--- config.mk ---
export PLATFORM = sky130hd
export DESIGN_NAME = ofd_decoder
export DESIGN_NICKNAME = d
export VERILOG_FILES = /design/src/verilog/ofd_pkg.sv /design/src/verilog/ofd_ptr_step.sv /design/src/verilog/ofd_decoder.sv
export SDC_FILE = /design/constraint.sdc
export NUM_CORES = 1
export LEC_CHECK = 0
export BUFFER_PORTS_ARGS = -buffer_cell sky130_fd_sc_hd__buf_4
export CORE_MARGIN = 10
export CORE_UTILIZATION = 53
export DETAILED_ROUTE_END_ITERATION = 6
export PLACE_DENSITY = 0.8
export SYNTH_ARGS = -nofsm -noshare
export SYNTH_HDL_FRONTEND = slang
export SYNTH_SLANG_ARGS = --single-unit
--- constraint.sdc ---
create_clock -name clk_sys_i -period 2 [get_ports clk_sys_i]
set_input_delay 0.2 -clock clk_sys_i [delete_from_list [all_inputs] [get_ports clk_sys_i]]
set_output_delay 0.2 -clock clk_sys_i [all_outputs]
set_load 0.02 [all_outputs]
--- src/verilog/ofd_pkg.sv ---
// Package for the operand field decoder: field positions, widths, enums, carriers.
// Assumes one core clock; instruction words arrive from fetch logic on that clock.
// Summary of operation
// - a bit 0 selects access RAM, ignoring bank select; 1 uses bank select.
// - d bit 0 writes result to accumulator; 1 writes back to file register.
// - bit instructions carry a three-bit bit number 0 to 7 of the byte.
// - file field is 8-bit address, or 2-bit indirect pointer designator.
// - register moves carry 12-bit source and destination addresses, no banking.
// - literal constant is 8, 12 or 20 bits wide by instruction.
// - table mode selects no change, post-increment, post-decrement or pre-increment.
// - relative branch offsets are two's complement; call and goto use a direct 20-bit target.
// - fast bit 1 saves or restores shadow registers; 0 leaves them untouched.
// - program table pointer is 21 bits wide, addressing program memory.
// - don't-care instruction bits are ignored whatever their value.
// - indexed instructions carry a 7-bit source offset; destination is a 7-bit offset or 12-bit address.
// - five status flags kept: carry, digit carry, zero, overflow, negative.
// - second word has four ones on top; executed alone it is a no-operation.
// - one instruction cycle spans four oscillator periods, four phases.
package ofd_pkg;

  // ==========================================================
  // widths
  localparam int WORD_W  = 16;
  localparam int BANK_W  = 4;
  localparam int F8_W    = 8;
  localparam int F12_W   = 12;
  localparam int BIT_W   = 3;
  localparam int PTR_W   = 2;
  localparam int LIT_W   = 20;
  localparam int TBLP_W  = 21;
  localparam int PC_W    = 21;
  localparam int OFS_W   = 7;
  localparam int BRA11_W = 11;
  localparam int BR8_W   = 8;
  localparam int LFSR_HI_W = 4;

  // ==========================================================
  // field positions
  localparam int A_POS      = 8;
  localparam int D_POS      = 9;
  localparam int BIT_LSB    = 9;
  localparam int PTR_LSB    = 4;
  localparam int CALL_S_POS = 8;
  localparam int RET_S_POS  = 0;
  localparam int TAG_LSB    = 12;
  localparam int TBL_MODE_W = 2;

  // ==========================================================
  // constants
  localparam logic [3:0]       SECOND_TAG = 4'hF;
  localparam logic [F8_W-1:0]  BIT_ONE    = 8'h01;
  localparam logic [WORD_W-1:0] WORD_ZERO = 16'h0000;

  typedef enum logic [3:0] {
    OFD_FMT_NOP   = 4'h0,
    OFD_FMT_BYTE  = 4'h1,
    OFD_FMT_BIT   = 4'h2,
    OFD_FMT_LIT8  = 4'h3,
    OFD_FMT_LFSR  = 4'h4,
    OFD_FMT_MOVFF = 4'h5,
    OFD_FMT_GOTO  = 4'h6,
    OFD_FMT_CALL  = 4'h7,
    OFD_FMT_BRA11 = 4'h8,
    OFD_FMT_BR8   = 4'h9,
    OFD_FMT_TBL   = 4'hA,
    OFD_FMT_RET   = 4'hB,
    OFD_FMT_MOVSF = 4'hC,
    OFD_FMT_MOVSS = 4'hD
  } ofd_fmt_t;

  typedef enum logic [1:0] {
    OFD_LIT_NONE = 2'h0,
    OFD_LIT_8    = 2'h1,
    OFD_LIT_12   = 2'h2,
    OFD_LIT_20   = 2'h3
  } ofd_lit_w_t;

  typedef enum logic [1:0] {
    OFD_TBL_SAME     = 2'h0,
    OFD_TBL_POST_INC = 2'h1,
    OFD_TBL_POST_DEC = 2'h2,
    OFD_TBL_PRE_INC  = 2'h3
  } ofd_tbl_mode_t;

  typedef enum logic [3:0] {
    OFD_Q1 = 4'h1,
    OFD_Q2 = 4'h2,
    OFD_Q3 = 4'h4,
    OFD_Q4 = 4'h8
  } ofd_phase_t;

  typedef struct packed {
    logic c;
    logic dc;
    logic z;
    logic ov;
    logic n;
  } ofd_status_t;

  typedef struct packed {
    ofd_fmt_t          fmt;
    logic              is_nop;
    logic              access_ram;
    logic [BANK_W-1:0] bank;
    logic              to_file;
    logic [BIT_W-1:0]  bit_num;
    logic [F8_W-1:0]   bit_mask;
    logic [F8_W-1:0]   file_addr;
    logic [PTR_W-1:0]  ptr_sel;
    logic [F12_W-1:0]  src_addr;
    logic [F12_W-1:0]  dst_addr;
    logic [LIT_W-1:0]  literal;
    ofd_lit_w_t        lit_width;
    ofd_tbl_mode_t     tbl_mode;
    logic [TBLP_W-1:0] tbl_addr;
    logic [TBLP_W-1:0] tbl_ptr_next;
    logic              rel_branch;
    logic [PC_W-1:0]   branch_offset;
    logic [LIT_W-1:0]  target;
    logic              fast_shadow;
    logic [OFS_W-1:0]  src_ofs;
    logic [OFS_W-1:0]  dst_ofs;
  } ofd_fields_t;

endpackage

--- src/verilog/ofd_ptr_step.sv ---
// Table pointer stepper: access address and updated pointer for one mode.
// Assumes the caller registers the results; purely combinational.
`timescale 1ns/1ps
module ofd_ptr_step
#(
  parameter int W = 21
)
(
  input  wire logic [W-1:0]          ptr_i,
  input  wire ofd_pkg::ofd_tbl_mode_t mode_i,
  output logic      [W-1:0]          access_o,
  output logic      [W-1:0]          next_o
);
  import ofd_pkg::*;

  // ==========================================================
  // step arithmetic
  wire [W-1:0] ptr_inc = ptr_i + W'(1);
  wire [W-1:0] ptr_dec = ptr_i - W'(1);
  wire         pre     = (mode_i == OFD_TBL_PRE_INC);

  assign access_o = pre ? ptr_inc : ptr_i;
  assign next_o   = (mode_i == OFD_TBL_SAME)     ? ptr_i   :
                    (mode_i == OFD_TBL_POST_DEC) ? ptr_dec : ptr_inc;
endmodule

--- src/verilog/ofd_decoder.sv ---
// Operand field decoder: splits fetched instruction words into datapath fields.
// Assumes fetch logic presents each word with a format class at phase one,
// on the core clock, and holds the bank select and table pointer values steady.
`timescale 1ns/1ps
module ofd_decoder
#(
  parameter int OSC_DIV = 1
)
(
  input  wire logic                          clk_sys_i,
  input  wire logic                          rst_b_i,
  input  wire logic                          instr_valid_i,
  input  wire logic [ofd_pkg::WORD_W-1:0]    instr_word_i,
  input  wire ofd_pkg::ofd_fmt_t             instr_fmt_i,
  input  wire logic [ofd_pkg::BANK_W-1:0]    bank_select_reg_i,
  input  wire logic [ofd_pkg::TBLP_W-1:0]    program_table_pointer_i,
  input  wire ofd_pkg::ofd_status_t          alu_flags_i,
  input  wire ofd_pkg::ofd_status_t          alu_flag_we_i,
  output ofd_pkg::ofd_fields_t               fields_o,
  output logic                               fields_valid_o,
  output ofd_pkg::ofd_phase_t                phase_o,
  output logic                               second_wait_o,
  output ofd_pkg::ofd_status_t               status_o
);
  import ofd_pkg::*;

  // ==========================================================
  // oscillator period enable
  localparam int DIV_W = (OSC_DIV > 1) ? $clog2(OSC_DIV) : 1;
  localparam logic [DIV_W-1:0] DIV_LAST = DIV_W'(OSC_DIV - 1);

  logic [DIV_W-1:0] div_cnt;
  wire              osc_tick = (div_cnt == DIV_LAST);

  always_ff @(posedge clk_sys_i or negedge rst_b_i)
  begin
    if (!rst_b_i)
      div_cnt <= '0;
    else
      div_cnt <= osc_tick ? '0 : div_cnt + DIV_W'(1);
  end

  // ==========================================================
  // four phase instruction cycle
  ofd_phase_t next_phase;

  always_comb
  begin
    case (phase_o)
      OFD_Q1:  next_phase = OFD_Q2;
      OFD_Q2:  next_phase = OFD_Q3;
      OFD_Q3:  next_phase = OFD_Q4;
      OFD_Q4:  next_phase = OFD_Q1;
      default: next_phase = OFD_Q1;
    endcase
  end

  always_ff @(posedge clk_sys_i or negedge rst_b_i)
  begin
    if (!rst_b_i)
      phase_o <= OFD_Q1;
    else if (osc_tick)
      phase_o <= next_phase;
  end

  wire take_tick    = osc_tick && (phase_o == OFD_Q1);
  wire publish_tick = osc_tick && (phase_o == OFD_Q4);

  // ==========================================================
  // word capture and pairing
  logic [WORD_W-1:0] word1;
  logic [WORD_W-1:0] word2;
  ofd_fmt_t          fmt;
  logic              ready;

  wire has_tag  = (instr_word_i[WORD_W-1:TAG_LSB] == SECOND_TAG);
  wire two_word = (instr_fmt_i == OFD_FMT_MOVFF) || (instr_fmt_i == OFD_FMT_GOTO) ||
                  (instr_fmt_i == OFD_FMT_CALL)  || (instr_fmt_i == OFD_FMT_LFSR) ||
                  (instr_fmt_i == OFD_FMT_MOVSF) || (instr_fmt_i == OFD_FMT_MOVSS);
  wire take     = take_tick && instr_valid_i;

  always_ff @(posedge clk_sys_i or negedge rst_b_i)
  begin
    if (!rst_b_i)
    begin
      word1         <= WORD_ZERO;
      word2         <= WORD_ZERO;
      fmt           <= OFD_FMT_NOP;
      ready         <= 1'b0;
      second_wait_o <= 1'b0;
    end
    else if (take && second_wait_o)
    begin
      word2         <= instr_word_i;
      second_wait_o <= 1'b0;
      ready         <= 1'b1;
      if (!has_tag)
        fmt <= OFD_FMT_NOP;
    end
    else if (take && has_tag)
    begin
      word1 <= instr_word_i;
      word2 <= WORD_ZERO;
      fmt   <= OFD_FMT_NOP;
      ready <= 1'b1;
    end
    else if (take)
    begin
      word1         <= instr_word_i;
      word2         <= WORD_ZERO;
      fmt           <= instr_fmt_i;
      second_wait_o <= two_word;
      ready         <= !two_word;
    end
    else if (publish_tick)
      ready <= 1'b0;
  end

  // ==========================================================
  // format selects
  wire is_byte  = (fmt == OFD_FMT_BYTE);
  wire is_bit   = (fmt == OFD_FMT_BIT);
  wire is_lit8  = (fmt == OFD_FMT_LIT8);
  wire is_lfsr  = (fmt == OFD_FMT_LFSR);
  wire is_movff = (fmt == OFD_FMT_MOVFF);
  wire is_goto  = (fmt == OFD_FMT_GOTO);
  wire is_call  = (fmt == OFD_FMT_CALL);
  wire is_bra11 = (fmt == OFD_FMT_BRA11);
  wire is_br8   = (fmt == OFD_FMT_BR8);
  wire is_tbl   = (fmt == OFD_FMT_TBL);
  wire is_ret   = (fmt == OFD_FMT_RET);
  wire is_movsf = (fmt == OFD_FMT_MOVSF);
  wire is_movss = (fmt == OFD_FMT_MOVSS);
  wire banked   = is_byte || is_bit;

  // ==========================================================
  // field extraction
  wire                a_bit      = banked && word1[A_POS];
  wire                access_ram = banked && !word1[A_POS];
  wire [BANK_W-1:0]   bank       = a_bit ? bank_select_reg_i : '0;
  wire                to_file    = is_byte && word1[D_POS];
  wire [BIT_W-1:0]    bit_num    = is_bit ? word1[BIT_LSB +: BIT_W] : '0;
  wire [F8_W-1:0]     bit_mask   = is_bit ? (BIT_ONE << bit_num) : '0;
  wire [F8_W-1:0]     file_addr  = banked ? word1[F8_W-1:0] : '0;
  wire [PTR_W-1:0]    ptr_sel    = is_lfsr ? word1[PTR_LSB +: PTR_W] : '0;
  wire [F12_W-1:0]    src_addr   = is_movff ? word1[F12_W-1:0] : '0;
  wire [F12_W-1:0]    dst_addr   = (is_movff || is_movsf) ? word2[F12_W-1:0] : '0;
  wire [LIT_W-1:0]    lit_long   = {word2[F12_W-1:0], word1[F8_W-1:0]};
  wire [LIT_W-1:0]    lit_k12    = LIT_W'({word1[LFSR_HI_W-1:0], word2[F8_W-1:0]});
  wire [LIT_W-1:0]    lit_k8     = LIT_W'(word1[F8_W-1:0]);
  wire                long_addr  = is_goto || is_call;

  wire [LIT_W-1:0] literal = is_lit8   ? lit_k8  :
                             is_lfsr   ? lit_k12 :
                             long_addr ? lit_long : '0;
  ofd_lit_w_t lit_width;
  assign lit_width = is_lit8   ? OFD_LIT_8  :
                     is_lfsr   ? OFD_LIT_12 :
                     long_addr ? OFD_LIT_20 : OFD_LIT_NONE;

  ofd_tbl_mode_t tbl_mode;
  assign tbl_mode = is_tbl ? ofd_tbl_mode_t'(word1[TBL_MODE_W-1:0]) : OFD_TBL_SAME;

  logic [TBLP_W-1:0] tbl_addr;
  logic [TBLP_W-1:0] tbl_next;

  ofd_ptr_step #(.W(TBLP_W)) u_ptr_step
  (
    .ptr_i    (program_table_pointer_i),
    .mode_i   (tbl_mode),
    .access_o (tbl_addr),
    .next_o   (tbl_next)
  );

  wire [PC_W-1:0] ofs11 = {{(PC_W-BRA11_W){word1[BRA11_W-1]}}, word1[BRA11_W-1:0]};
  wire [PC_W-1:0] ofs8  = {{(PC_W-BR8_W){word1[BR8_W-1]}}, word1[BR8_W-1:0]};
  wire            rel   = is_bra11 || is_br8;
  wire [PC_W-1:0] branch_offset = is_bra11 ? ofs11 : is_br8 ? ofs8 : '0;
  wire [LIT_W-1:0] target = long_addr ? lit_long : '0;

  wire fast_shadow = (is_call && word1[CALL_S_POS]) || (is_ret && word1[RET_S_POS]);

  // in the second word only the four tag bits on top and the low offset bits count; the rest are don't-care
  wire [OFS_W-1:0] src_ofs = (is_movsf || is_movss) ? word1[OFS_W-1:0] : '0;
  wire [OFS_W-1:0] dst_ofs = is_movss ? word2[OFS_W-1:0] : '0;

  ofd_fields_t next_fields;
  assign next_fields = '{
    fmt:           fmt,
    is_nop:        (fmt == OFD_FMT_NOP),
    access_ram:    access_ram,
    bank:          bank,
    to_file:       to_file,
    bit_num:       bit_num,
    bit_mask:      bit_mask,
    file_addr:     file_addr,
    ptr_sel:       ptr_sel,
    src_addr:      src_addr,
    dst_addr:      dst_addr,
    literal:       literal,
    lit_width:     lit_width,
    tbl_mode:      tbl_mode,
    tbl_addr:      is_tbl ? tbl_addr : '0,
    tbl_ptr_next:  is_tbl ? tbl_next : '0,
    rel_branch:    rel,
    branch_offset: branch_offset,
    target:        target,
    fast_shadow:   fast_shadow,
    src_ofs:       src_ofs,
    dst_ofs:       dst_ofs
  };

  // ==========================================================
  // registered field outputs
  always_ff @(posedge clk_sys_i or negedge rst_b_i)
  begin
    if (!rst_b_i)
    begin
      fields_o       <= '0;
      fields_valid_o <= 1'b0;
    end
    else
    begin
      fields_valid_o <= publish_tick && ready;
      if (publish_tick && ready)
        fields_o <= next_fields;
    end
  end

  // ==========================================================
  // alu status flags
  ofd_status_t next_status;
  assign next_status = (status_o & ~alu_flag_we_i) | (alu_flags_i & alu_flag_we_i);

  always_ff @(posedge clk_sys_i or negedge rst_b_i)
  begin
    if (!rst_b_i)
      status_o <= '0;
    else
      status_o <= next_status;
  end
endmodule

Yosys cells after proc, flatten, opt, wreduce, memory -nomap -nowiden
Cells that the tools add are included.

cells by class
  reductions and logical operators = 33
  multiply operators = 0
  order comparisons = 0
  multiplexer cells = 41
  add/sub/neg operators = 3
  shift operators = 1
  eq/ne operators = 28
  bitwise operators = 6
  divide/modulo/power cells = 0

operators by type and width
  operator               count
  $mux 21                7
  $mux 12                7
  $mux 20                3
  $eq 4x4->1 const B     10
  $eq 4x3->1 const B     9
  $add 21x1->21 const B  1
  $sub 21x1->21 const B  1
  $mux 4                 5
  $mux 8                 2
  $mux 7                 2
  $eq 4x2->1 const B     3
  $pmux 4 s3             1
  $logic_and 1x1->1      11
  $logic_or 1x1->1       11
  $and 5x5->5            2
  $mux 2                 5
  $eq 4x1->1 const B     2
  $mux 1                 8
  $shl 1x3->8 const A    1
  $reduce_and 2->1       3
  $not 5->5              1
  $or 5x5->5             1
  $eq 2x2->1 const B     2
  $logic_not 4->1        1
  other kinds (9)        13

storage, ports and cells
  bits in registers = 220
  memory bits (read-only) = 0
  logic and storage cells = 147
  bits in latches = 0
  output and inout bits = 190
  memories = 0
  input bits = 58
  memory bits (writable) = 0

Longest topological paths before layout
Gate-level depths: netlist (run 1).

  word-level depth = 10
  depth in mapped cells = 9
  depth with buffers taken out = 8

By module
A second synthesis (run 1) with hierarchy kept.

second synthesis, totals
  cells, all modules = 974
  area, all modules = 9724.3 µm²

by module, submodules not included
  module        seq. area each (µm²)  instances  cells each  area an instance (µm²)
  ofd_decoder   5231.3                1          811         8663.3
  ofd_ptr_step  0.0                   1          163         1061.0

Least setup slack after synthesis (run 1)
Ideal clock, no wire load.

  path type = reg-to-reg
  start = register phase_o[3]
  end = register word1[0]
  cell stages (with the launch flop) = 8
  data required time = 1.875 ns
  period minus slack after synthesis = 1.884 ns
  buffers on the path = 2
  arrival time = 1.759 ns
  path slack = 0.116 ns
  library setup time = 0.125 ns
  path through = dfrtp_1 nor3_1 and2_2 nand2_2 or2_1 clkbuf_1 buf_2 mux2_2

between the ends
  longest elaborated chain between the ends = 6
  elaborated cells between the ends (all ways) = 9
  those cells by class = eq/ne: 1; mux: 1; bitwise: 1; reduce/logical: 6

ends and longest elaborated chain
  what                                                                    RTL line                               source
  start, declared                                                         ofd_decoder.sv:21                      output ofd_pkg::ofd_phase_t phase_o,
  start signal, assigned                                                  ofd_decoder.sv:63                      phase_o <= next_phase;
  $eq 4x1->1 *                                                            ofd_decoder.sv:66                      wire take_tick = osc_tick && (phase_o == OFD_Q1);
  $logic_and 1x1->1 *                                                     ofd_decoder.sv:66
  $logic_and 1x1->1 *                                                     ofd_decoder.sv:80                      wire take = take_tick && instr_valid_i;
  $logic_and 1x1->1 (on tied branches)                                    ofd_decoder.sv:100, ofd_decoder.sv:92
  $reduce_bool 2->1 (no source line) / $not 1->1 (equally long branches)  --
  $reduce_and 2->1 (no source line)                                       --
  end signal, assigned                                                    ofd_decoder.sv:102                     word1 <= instr_word_i;
  end signal, assigned                                                    ofd_decoder.sv:109                     word1 <= instr_word_i;
  end, declared                                                           ofd_decoder.sv:71                      logic [WORD_W-1:0] word1;

Mark *: on every way between the ends. The rest lies on a longest branch, timed or not.
A chain may end at the register's enable or synchronous reset.

Final worst setup path (run 1)
  start = register fmt[2]
  end = register fields_o[64] (netlist bit)

between the ends
  longest elaborated chain between the ends = 6
  elaborated cells between the ends (all ways) = 7
  those cells by class = eq/ne: 2; mux: 4; reduce/logical: 1

ends and longest elaborated chain
  what                    RTL line            source
  start, declared         ofd_decoder.sv:73   ofd_fmt_t fmt;
  start signal, assigned  ofd_decoder.sv:111  fmt <= instr_fmt_i;
  $eq 4x4->1 *            ofd_decoder.sv:130  wire is_tbl = (fmt == OFD_FMT_TBL);
  $mux 2                  ofd_decoder.sv:162  assign tbl_mode = is_tbl ? ofd_tbl_mode_t'(word1[TBL_MODE_W-1:0]) : OFD_TBL_SAME;
  $eq 2x2->1              ofd_ptr_step.sv:24  (mode_i == OFD_TBL_POST_DEC) ? ptr_dec : ptr_inc;
  $mux 21                 ofd_ptr_step.sv:24
  $mux 21                 ofd_ptr_step.sv:23  assign next_o = (mode_i == OFD_TBL_SAME) ? ptr_i :
  $mux 21 *               ofd_decoder.sv:204  tbl_ptr_next: is_tbl ? tbl_next : '0,
  end signal, assigned    ofd_decoder.sv:226  fields_o <= next_fields;
  end, declared           ofd_decoder.sv:19   output ofd_pkg::ofd_fields_t fields_o,

Marks and branches as above.

==> results of run 1 <==
[final cells by class]
| cell class | count | area [um^2] | share of cell area [%] |
|---|---|---|---|
| flip-flops and latches | 209 | 5230 | 41.2 |
| multi-input cells | 641 | 3730 | 29.4 |
| repair buffers | 339 | 2720 | 21.4 |
| clock buffers | 35 | 661 | 5.21 |
| well taps | 225 | 282 | 2.22 |
| clock inverters | 4 | 41.3 | 0.325 |
| inverters | 7 | 26.3 | 0.207 |
[routing by layer]
layer | global-route usage [%] | part of all wire (%)
met3 | 6.42 | 9.6
met4 | 5.40 | 1.7
met5 | 0 | 0
met2 | 38.1 | 48
met1 | 31.5 | 41
[critical path, stage by stage, from the launching register on]
cell and delay (ns):
dfrtp_2 0.45, nand4bb_4 0.26, buf_4 0.21, nor2_2 0.11, buf_4 0.19, o21ai_0 0.12
xor2_1 0.16, o31ai_1 0.32
[power by group]
part | internal, mW | total [mW] | switching (mW)
Sequential | 4.50 | 4.82 | 0.322
Combinational | 0.748 | 1.71 | 0.962
Clock | 2.29 | 3.96 | 1.68
Total | 7.53 | 10.5 | 2.96
[timing repair]
action                                  CTS  global route
buffers inserted                          0             3
gates resized for setup                   1             8
hold buffers                             31             0
endpoints found under the hold margin    91             0
cloned                                    0             1
endpoints found under the setup margin   12            13
pin swaps                                 0             2
[Yosys cell counts, types with 7 or more instances]
cell and instances:
a22oi_1 14, nor3_1 17, mux2_2 18, xnor2_1 22
a22o_1 49, nor4_1 7, a21oi_1 14, o21ai_0 105
clkbuf_1 36, buf_2 26, a32o_1 8, o31ai_1 15
buf_4 15, xor2_1 20, nor2_1 32, nand4_1 14
nand3_1 14, nand2_1 224, dfrtp_1 208
[worst paths after layout]
| kind | from | end | cells past startpoint |
|---|---|---|---|
| worst max register to register | fmt[2] | fields_o[64] | 7 |
| worst min register to register | fields_o[79] | fields_o[79] | 2 |
| worst max-delay path | fmt[2] | fields_o[64] | 7 |
| max in group asynchronous | rst_b_i | fields_o[89] | 3 |
| min in group asynchronous | rst_b_i | fields_o[132] | 2 |
| worst min-delay path | program_table_pointer_i[20] | fields_o[77] | 3 |
[sequential cells by signal, indices dropped and copies added (netlist names), named ones only]
signal,flops
word2,12
phase_o,4
fields_valid_o,1
second_wait_o,1
fmt,4
word1,12
fields_o,169
ready,1
[metrics by stage]
stage | power, mW | util, % | cell area [um^2]
after floorplan | 5.67 | - | 9450
after global placement | 6.48 | 66.6 | 11600
after detailed placement | 6.52 | 66.6 | 11600
after CTS | 10.5 | 72.4 | 12600
after global routing | 10.9 | 72.9 | 12700
final | 10.5 | 72.9 | 12700
[logic make-up (layout without fill, tap and decap cells)]
logic type                 count (synthesis)  after routing
and+or+nand+nor                          353            353
AOI/OAI and AO/OA                        225            225
DFF                                      209            209
buffers and inverters                     96            385
xor gates and xnor gates                  42             42
muxes                                     19             19
adders and majority gates                  2              2
[cells in the final DEF (no fill, tap or decap), types with 3 or more instances in the layout]
cell	instances
a21o_1	4
a21oi_1	14
a22o_1	49
a22oi_1	14
a32o_1	8
and2_1	4
and3_1	4
and4_1	3
buf_12	5
buf_4	299
clkbuf_1	8
clkbuf_16	24
clkbuf_8	5
dfrtp_1	206
dlygate4sd3_1	31
inv_1	6
mux2_2	18
nand2_1	224
nand2_2	3
nand3_1	14
nand4_1	14
nor2_1	31
nor2_2	3
nor2b_1	4
nor3_1	15
nor3_2	4
nor4_1	7
nor4b_1	3
o21ai_0	105
o21ai_1	5
o21ai_2	3
o31ai_1	15
or3_1	3
xnor2_1	22
xor2_1	19
==> results.toml, run 1 <==
[run_status]
status = "completed"

[detailed_routing]
ant_nets = 0
drt_pass1_iterations = 5
drc = 0
drt-vias-per-instance = 5.69
routed_wl_um = 29900
drt_iter0_drc = 788
post_drt_wl_per_cell_um = 20.5
vias = 8309

[clock_network]
clock_path_buffers = 3
cts_tree = "done"
root_buffer = "clkbuf_16"
h-tree-depth = 1
clock_latency_ns = 0.51
cts.clk_slew.worst_paths_ns = 0.06
numCtsBuffers = 23
cts_sinks = 209

[die]
die_area_um2 = 23600
boundaryPins = 248
start_util_pct = 54.3
die_w_um = 154
rows = 48
die_y_um = 154
core_area_um2 = 17400

[logic_synthesis]
synthXorXnorAreaFrac_pct = 3.89
netlist.area_leader.share_pct = 55.1
yosys-top-cells-area = "dfrtp_1 (55%), nand2_1 (8.9%), o21ai_0 (5.6%)"
syn_nets = 1006
synth-edff-count = 0
yosys.area_share.simple_pct = 17.0
ys_seq_area_share_pct = 55.3
yosysWarnings = 0
synth_top_family_by_area = "simple AND/OR/NAND/NOR gates"
synthArstFlopShare_pct = 100
synth_adder_area_share_pct = 0.265
synth-compound-area-share_pct = 15.6
synth_area_um2 = 9450
yosysTopAreaCell = "dfrtp_1"
ys_ff_latch = 209
ys_types = 62
syn_area_per_cell_um2 = 9.99
muxShareOfSynthArea_pct = 2.25
synth_ff_type = "dfrtp_1"
syn_inst = 946

[cells_and_area]
finalNetCount = 1281
stdcell_count = 1460
drive_gt1_share_pct = 31.2
n_fill_cell = 1267
syn2layout_area_growth_pct = 34.3
antenna_cells = 0

[grt]
grt_pass1_wl_um = 46300
grt-ovfl-total = 0
antenna_found_initial = 0
grt_use_total_pct = 23.8
grt_max_degree = 83
grt_pass1_vias = 8280

[worst_setup_path]
critPathArrivalTime_ns = 2.32
worst_setup_path_start_kind = "register"
cp-end-kind = "register"
crit_type = "register to register"
cp_data_required_time_ns = 2.38
path_max_fanout = 10
reg2reg_setup_slack_ns = 0.07

[flow_run]
cap_violations = 0

[timing]
fin_crit_ns = 1.93
setup_slack_ns = 0.0671
max_freq_ghz = 0.517
final_hold_viol_count = 0
period_share_pct = 96.6
skew_ns = 0.00856
max_slew.worst_pin.slew_ns = 0.618
timing.hold.ws_ns = 0.0160
setup_tns_ns = 0
slew_violations = 0
finalSetupViolations = 0
relSlewSlack_pct = 58.7

[pwr]
peakVddDrop_uv = 727
power_density_nw_per_um2 = 827
p_leak_nw = 6.00

[placement]
gp_congestion = 0.926
port_buffers = 247
dp_hpwl_um = 21000
dp.cells = 1386
place_worst_setup_slack_ns = -0.0830

[min_path]
min_path_type = "input pin to register"
Power figures use the tool's default switching activity.
==> inputs of run 2 (changes only) <==
Settings changed: PLACE_DENSITY 0.8 to unset, PLACE_DENSITY_LB_ADDON set to 0.05.
==> results.toml, run 2 (same netlist as run 1, synthesis figures left out) <==
[timing]
setup_slack_ns = 0.0359
relSlewSlack_pct = 55.2
finalSetupViolations = 0
setup_tns_ns = 0
final_hold_viol_count = 0
rsz0062_at_grt = "yes"
fin_crit_ns = 1.96
max_freq_ghz = 0.509
slew_violations = 0
max_slew.worst_pin.slew_ns = 0.672
period_share_pct = 98.2
skew_ns = 0.00687

[worst_setup_path]
reg2reg_from = "fmt[0]"
crit_type = "register to register"
critPathArrivalTime_ns = 2.36
worst_setup_path_start_kind = "register"
reg2regPathDepth = 8
cp_data_required_time_ns = 2.40
cp-end-kind = "register"
path_max_fanout = 18
reg2reg_setup_slack_ns = 0.04
r2r-end = "fields_o[77]"

[clock_network]
cts_sinks = 209
clock_path_buffers = 3
clock_latency_ns = 0.51
h-tree-depth = 1
numCtsBuffers = 23
root_buffer = "clkbuf_16"
post_cts_buffers = 0
cts_tree = "done"
cts.clk_slew.worst_paths_ns = 0.06

[grt]
grt_max_degree = 68
grt_pass1_vias = 8240
grt_pass1_wl_um = 46800
grt-ovfl-total = 0
antenna_found_initial = 0
grt_use_total_pct = 24.1

[pwr]
p_sw_mw = 2.98
swShare_pct = 28.3
p_comb_share_pct = 16.2
p_int_mw = 7.56
power_density_nw_per_um2 = 834
power_frac_seq_pct = 45.5
p_leak_nw = 5.99
peakVddDrop_uv = 676
p_clk_share_pct = 38.3

[min_path]
hold-path-endpoint = "fields_o[63]"
hold_start = "program_table_pointer_i[6]"
min_path_type = "input pin to register"
holdPathStages = 3

[detailed_routing]
met3_wirelength_um = 2320
routed_wl_um = 29700
vias = 8163
drt_pass1_iterations = 5
met1_length_um = 12400
drt_iter0_drc = 635
drc = 0
post_drt_wl_per_cell_um = 20.4
ant_nets = 0
met2_length_um = 14200
maxUsedRoutingLayer = "met4"
drt-vias-per-instance = 5.61

[cells_and_area]
final_cell_mix = "buf_4 (292), nand2_1 (224), dfrtp_1 (208), o21ai_0 (104), a22o_1 (49)"
syn2layout_area_growth_pct = 33.8
n_fill_cell = 1334
reg.largest.list = "fields_o x169, word1 x12, word2 x12"
utilization_pct = 72.6
finalNetCount = 1274
final_area_um2 = 12700
largest_reg_flops = 169
drive_gt1_share_pct = 30.8
top_register = "fields_o"
antenna_cells = 0
final_common_cell = "buf_4"

[placement]
port_buffers = 247
dp_hpwl_um = 21400
placed_area_um2 = 11600
gp_congestion = 0.938
place_worst_setup_slack_ns = 0.0218

[die]
die_y_um = 154
core_area_um2 = 17400
start_util_pct = 54.3
boundaryPins = 248
die_w_um = 154
rows = 48
die_area_um2 = 23600

[flow_run]
cap_violations = 0

[run_status]
status = "completed"
[run 2: changes by cell type in the layout (fill, tap and decap cells not counted), sizes merged]
cell | before | now
buf | 306 | 301
bufinv | 0 | 1
clkbuf | 37 | 32
clkinv | 1 | 7
inv | 9 | 8
[run 2: how the worst max path moves through the flow]
stage,start,cells past startpoint,to
finish,fmt[0],8,fields_o[77]
global placement,fmt[2],8,fields_o[77]
CTS,fmt[0],8,fields_o[77]
floorplan,phase_o[3],7,word1[0]
detailed placement,fmt[0],8,fields_o[77]
global route,fmt[0],8,fields_o[77]
[run 2: area by class of cell]
class	instances	area [um^2]	share of cell area (%)
flip-flops and latches	209	5230	41.4
multi-input cells	641	3730	29.5
repair buffers	332	2670	21.1
clock buffers	32	629	4.97
well taps	225	282	2.23
clock inverters	10	85.1	0.673
inverters	7	26.3	0.208
[run 2: metrics by stage]
step	cells	power [mW]	hold slack, ns
after detailed placement	1383	6.52	0.183
after global routing	1456	10.9	0.0196
after CTS	1456	10.6	0.00639
final	1456	10.5	0.0165
after floorplan	946	5.67	-0.0956
after global placement	1383	6.49	0.180
[run 2: worst max-delay path, stage by stage, from the launching register on]
cell and delay [ns]:
dfrtp_1 0.40, nand4bb_1 0.22, buf_6 0.19, nor3_4 0.15, buf_12 0.17, nand3_2 0.08
o41ai_2 0.31, xnor2_1 0.23, o21ai_2 0.07
[run 2: repair_timing]
action | in CTS | in global routing
hold endpoints to repair | 97 | 0
endpoints found under the setup margin | 0 | 17
resized for setup | 0 | 7
hold buffers | 31 | 0
[run 2: power groups by stage]
stage               registers, mW  clock network [mW]  logic [mW]
floorplan                    4.98                   0       0.690
finish                       4.80                4.03        1.71
detailed placement           4.87                   0        1.65
global placement             4.87                   0        1.62
CTS                          4.80                4.10        1.71
global route                 4.83                4.27        1.84
[run 2: routing by layer]
metal	track usage [%]	up-vias
li1	-	3806
met1	31.7	3957
met2	39.2	348
met3	5.63	52
met4	6.48	0
met5	0	-
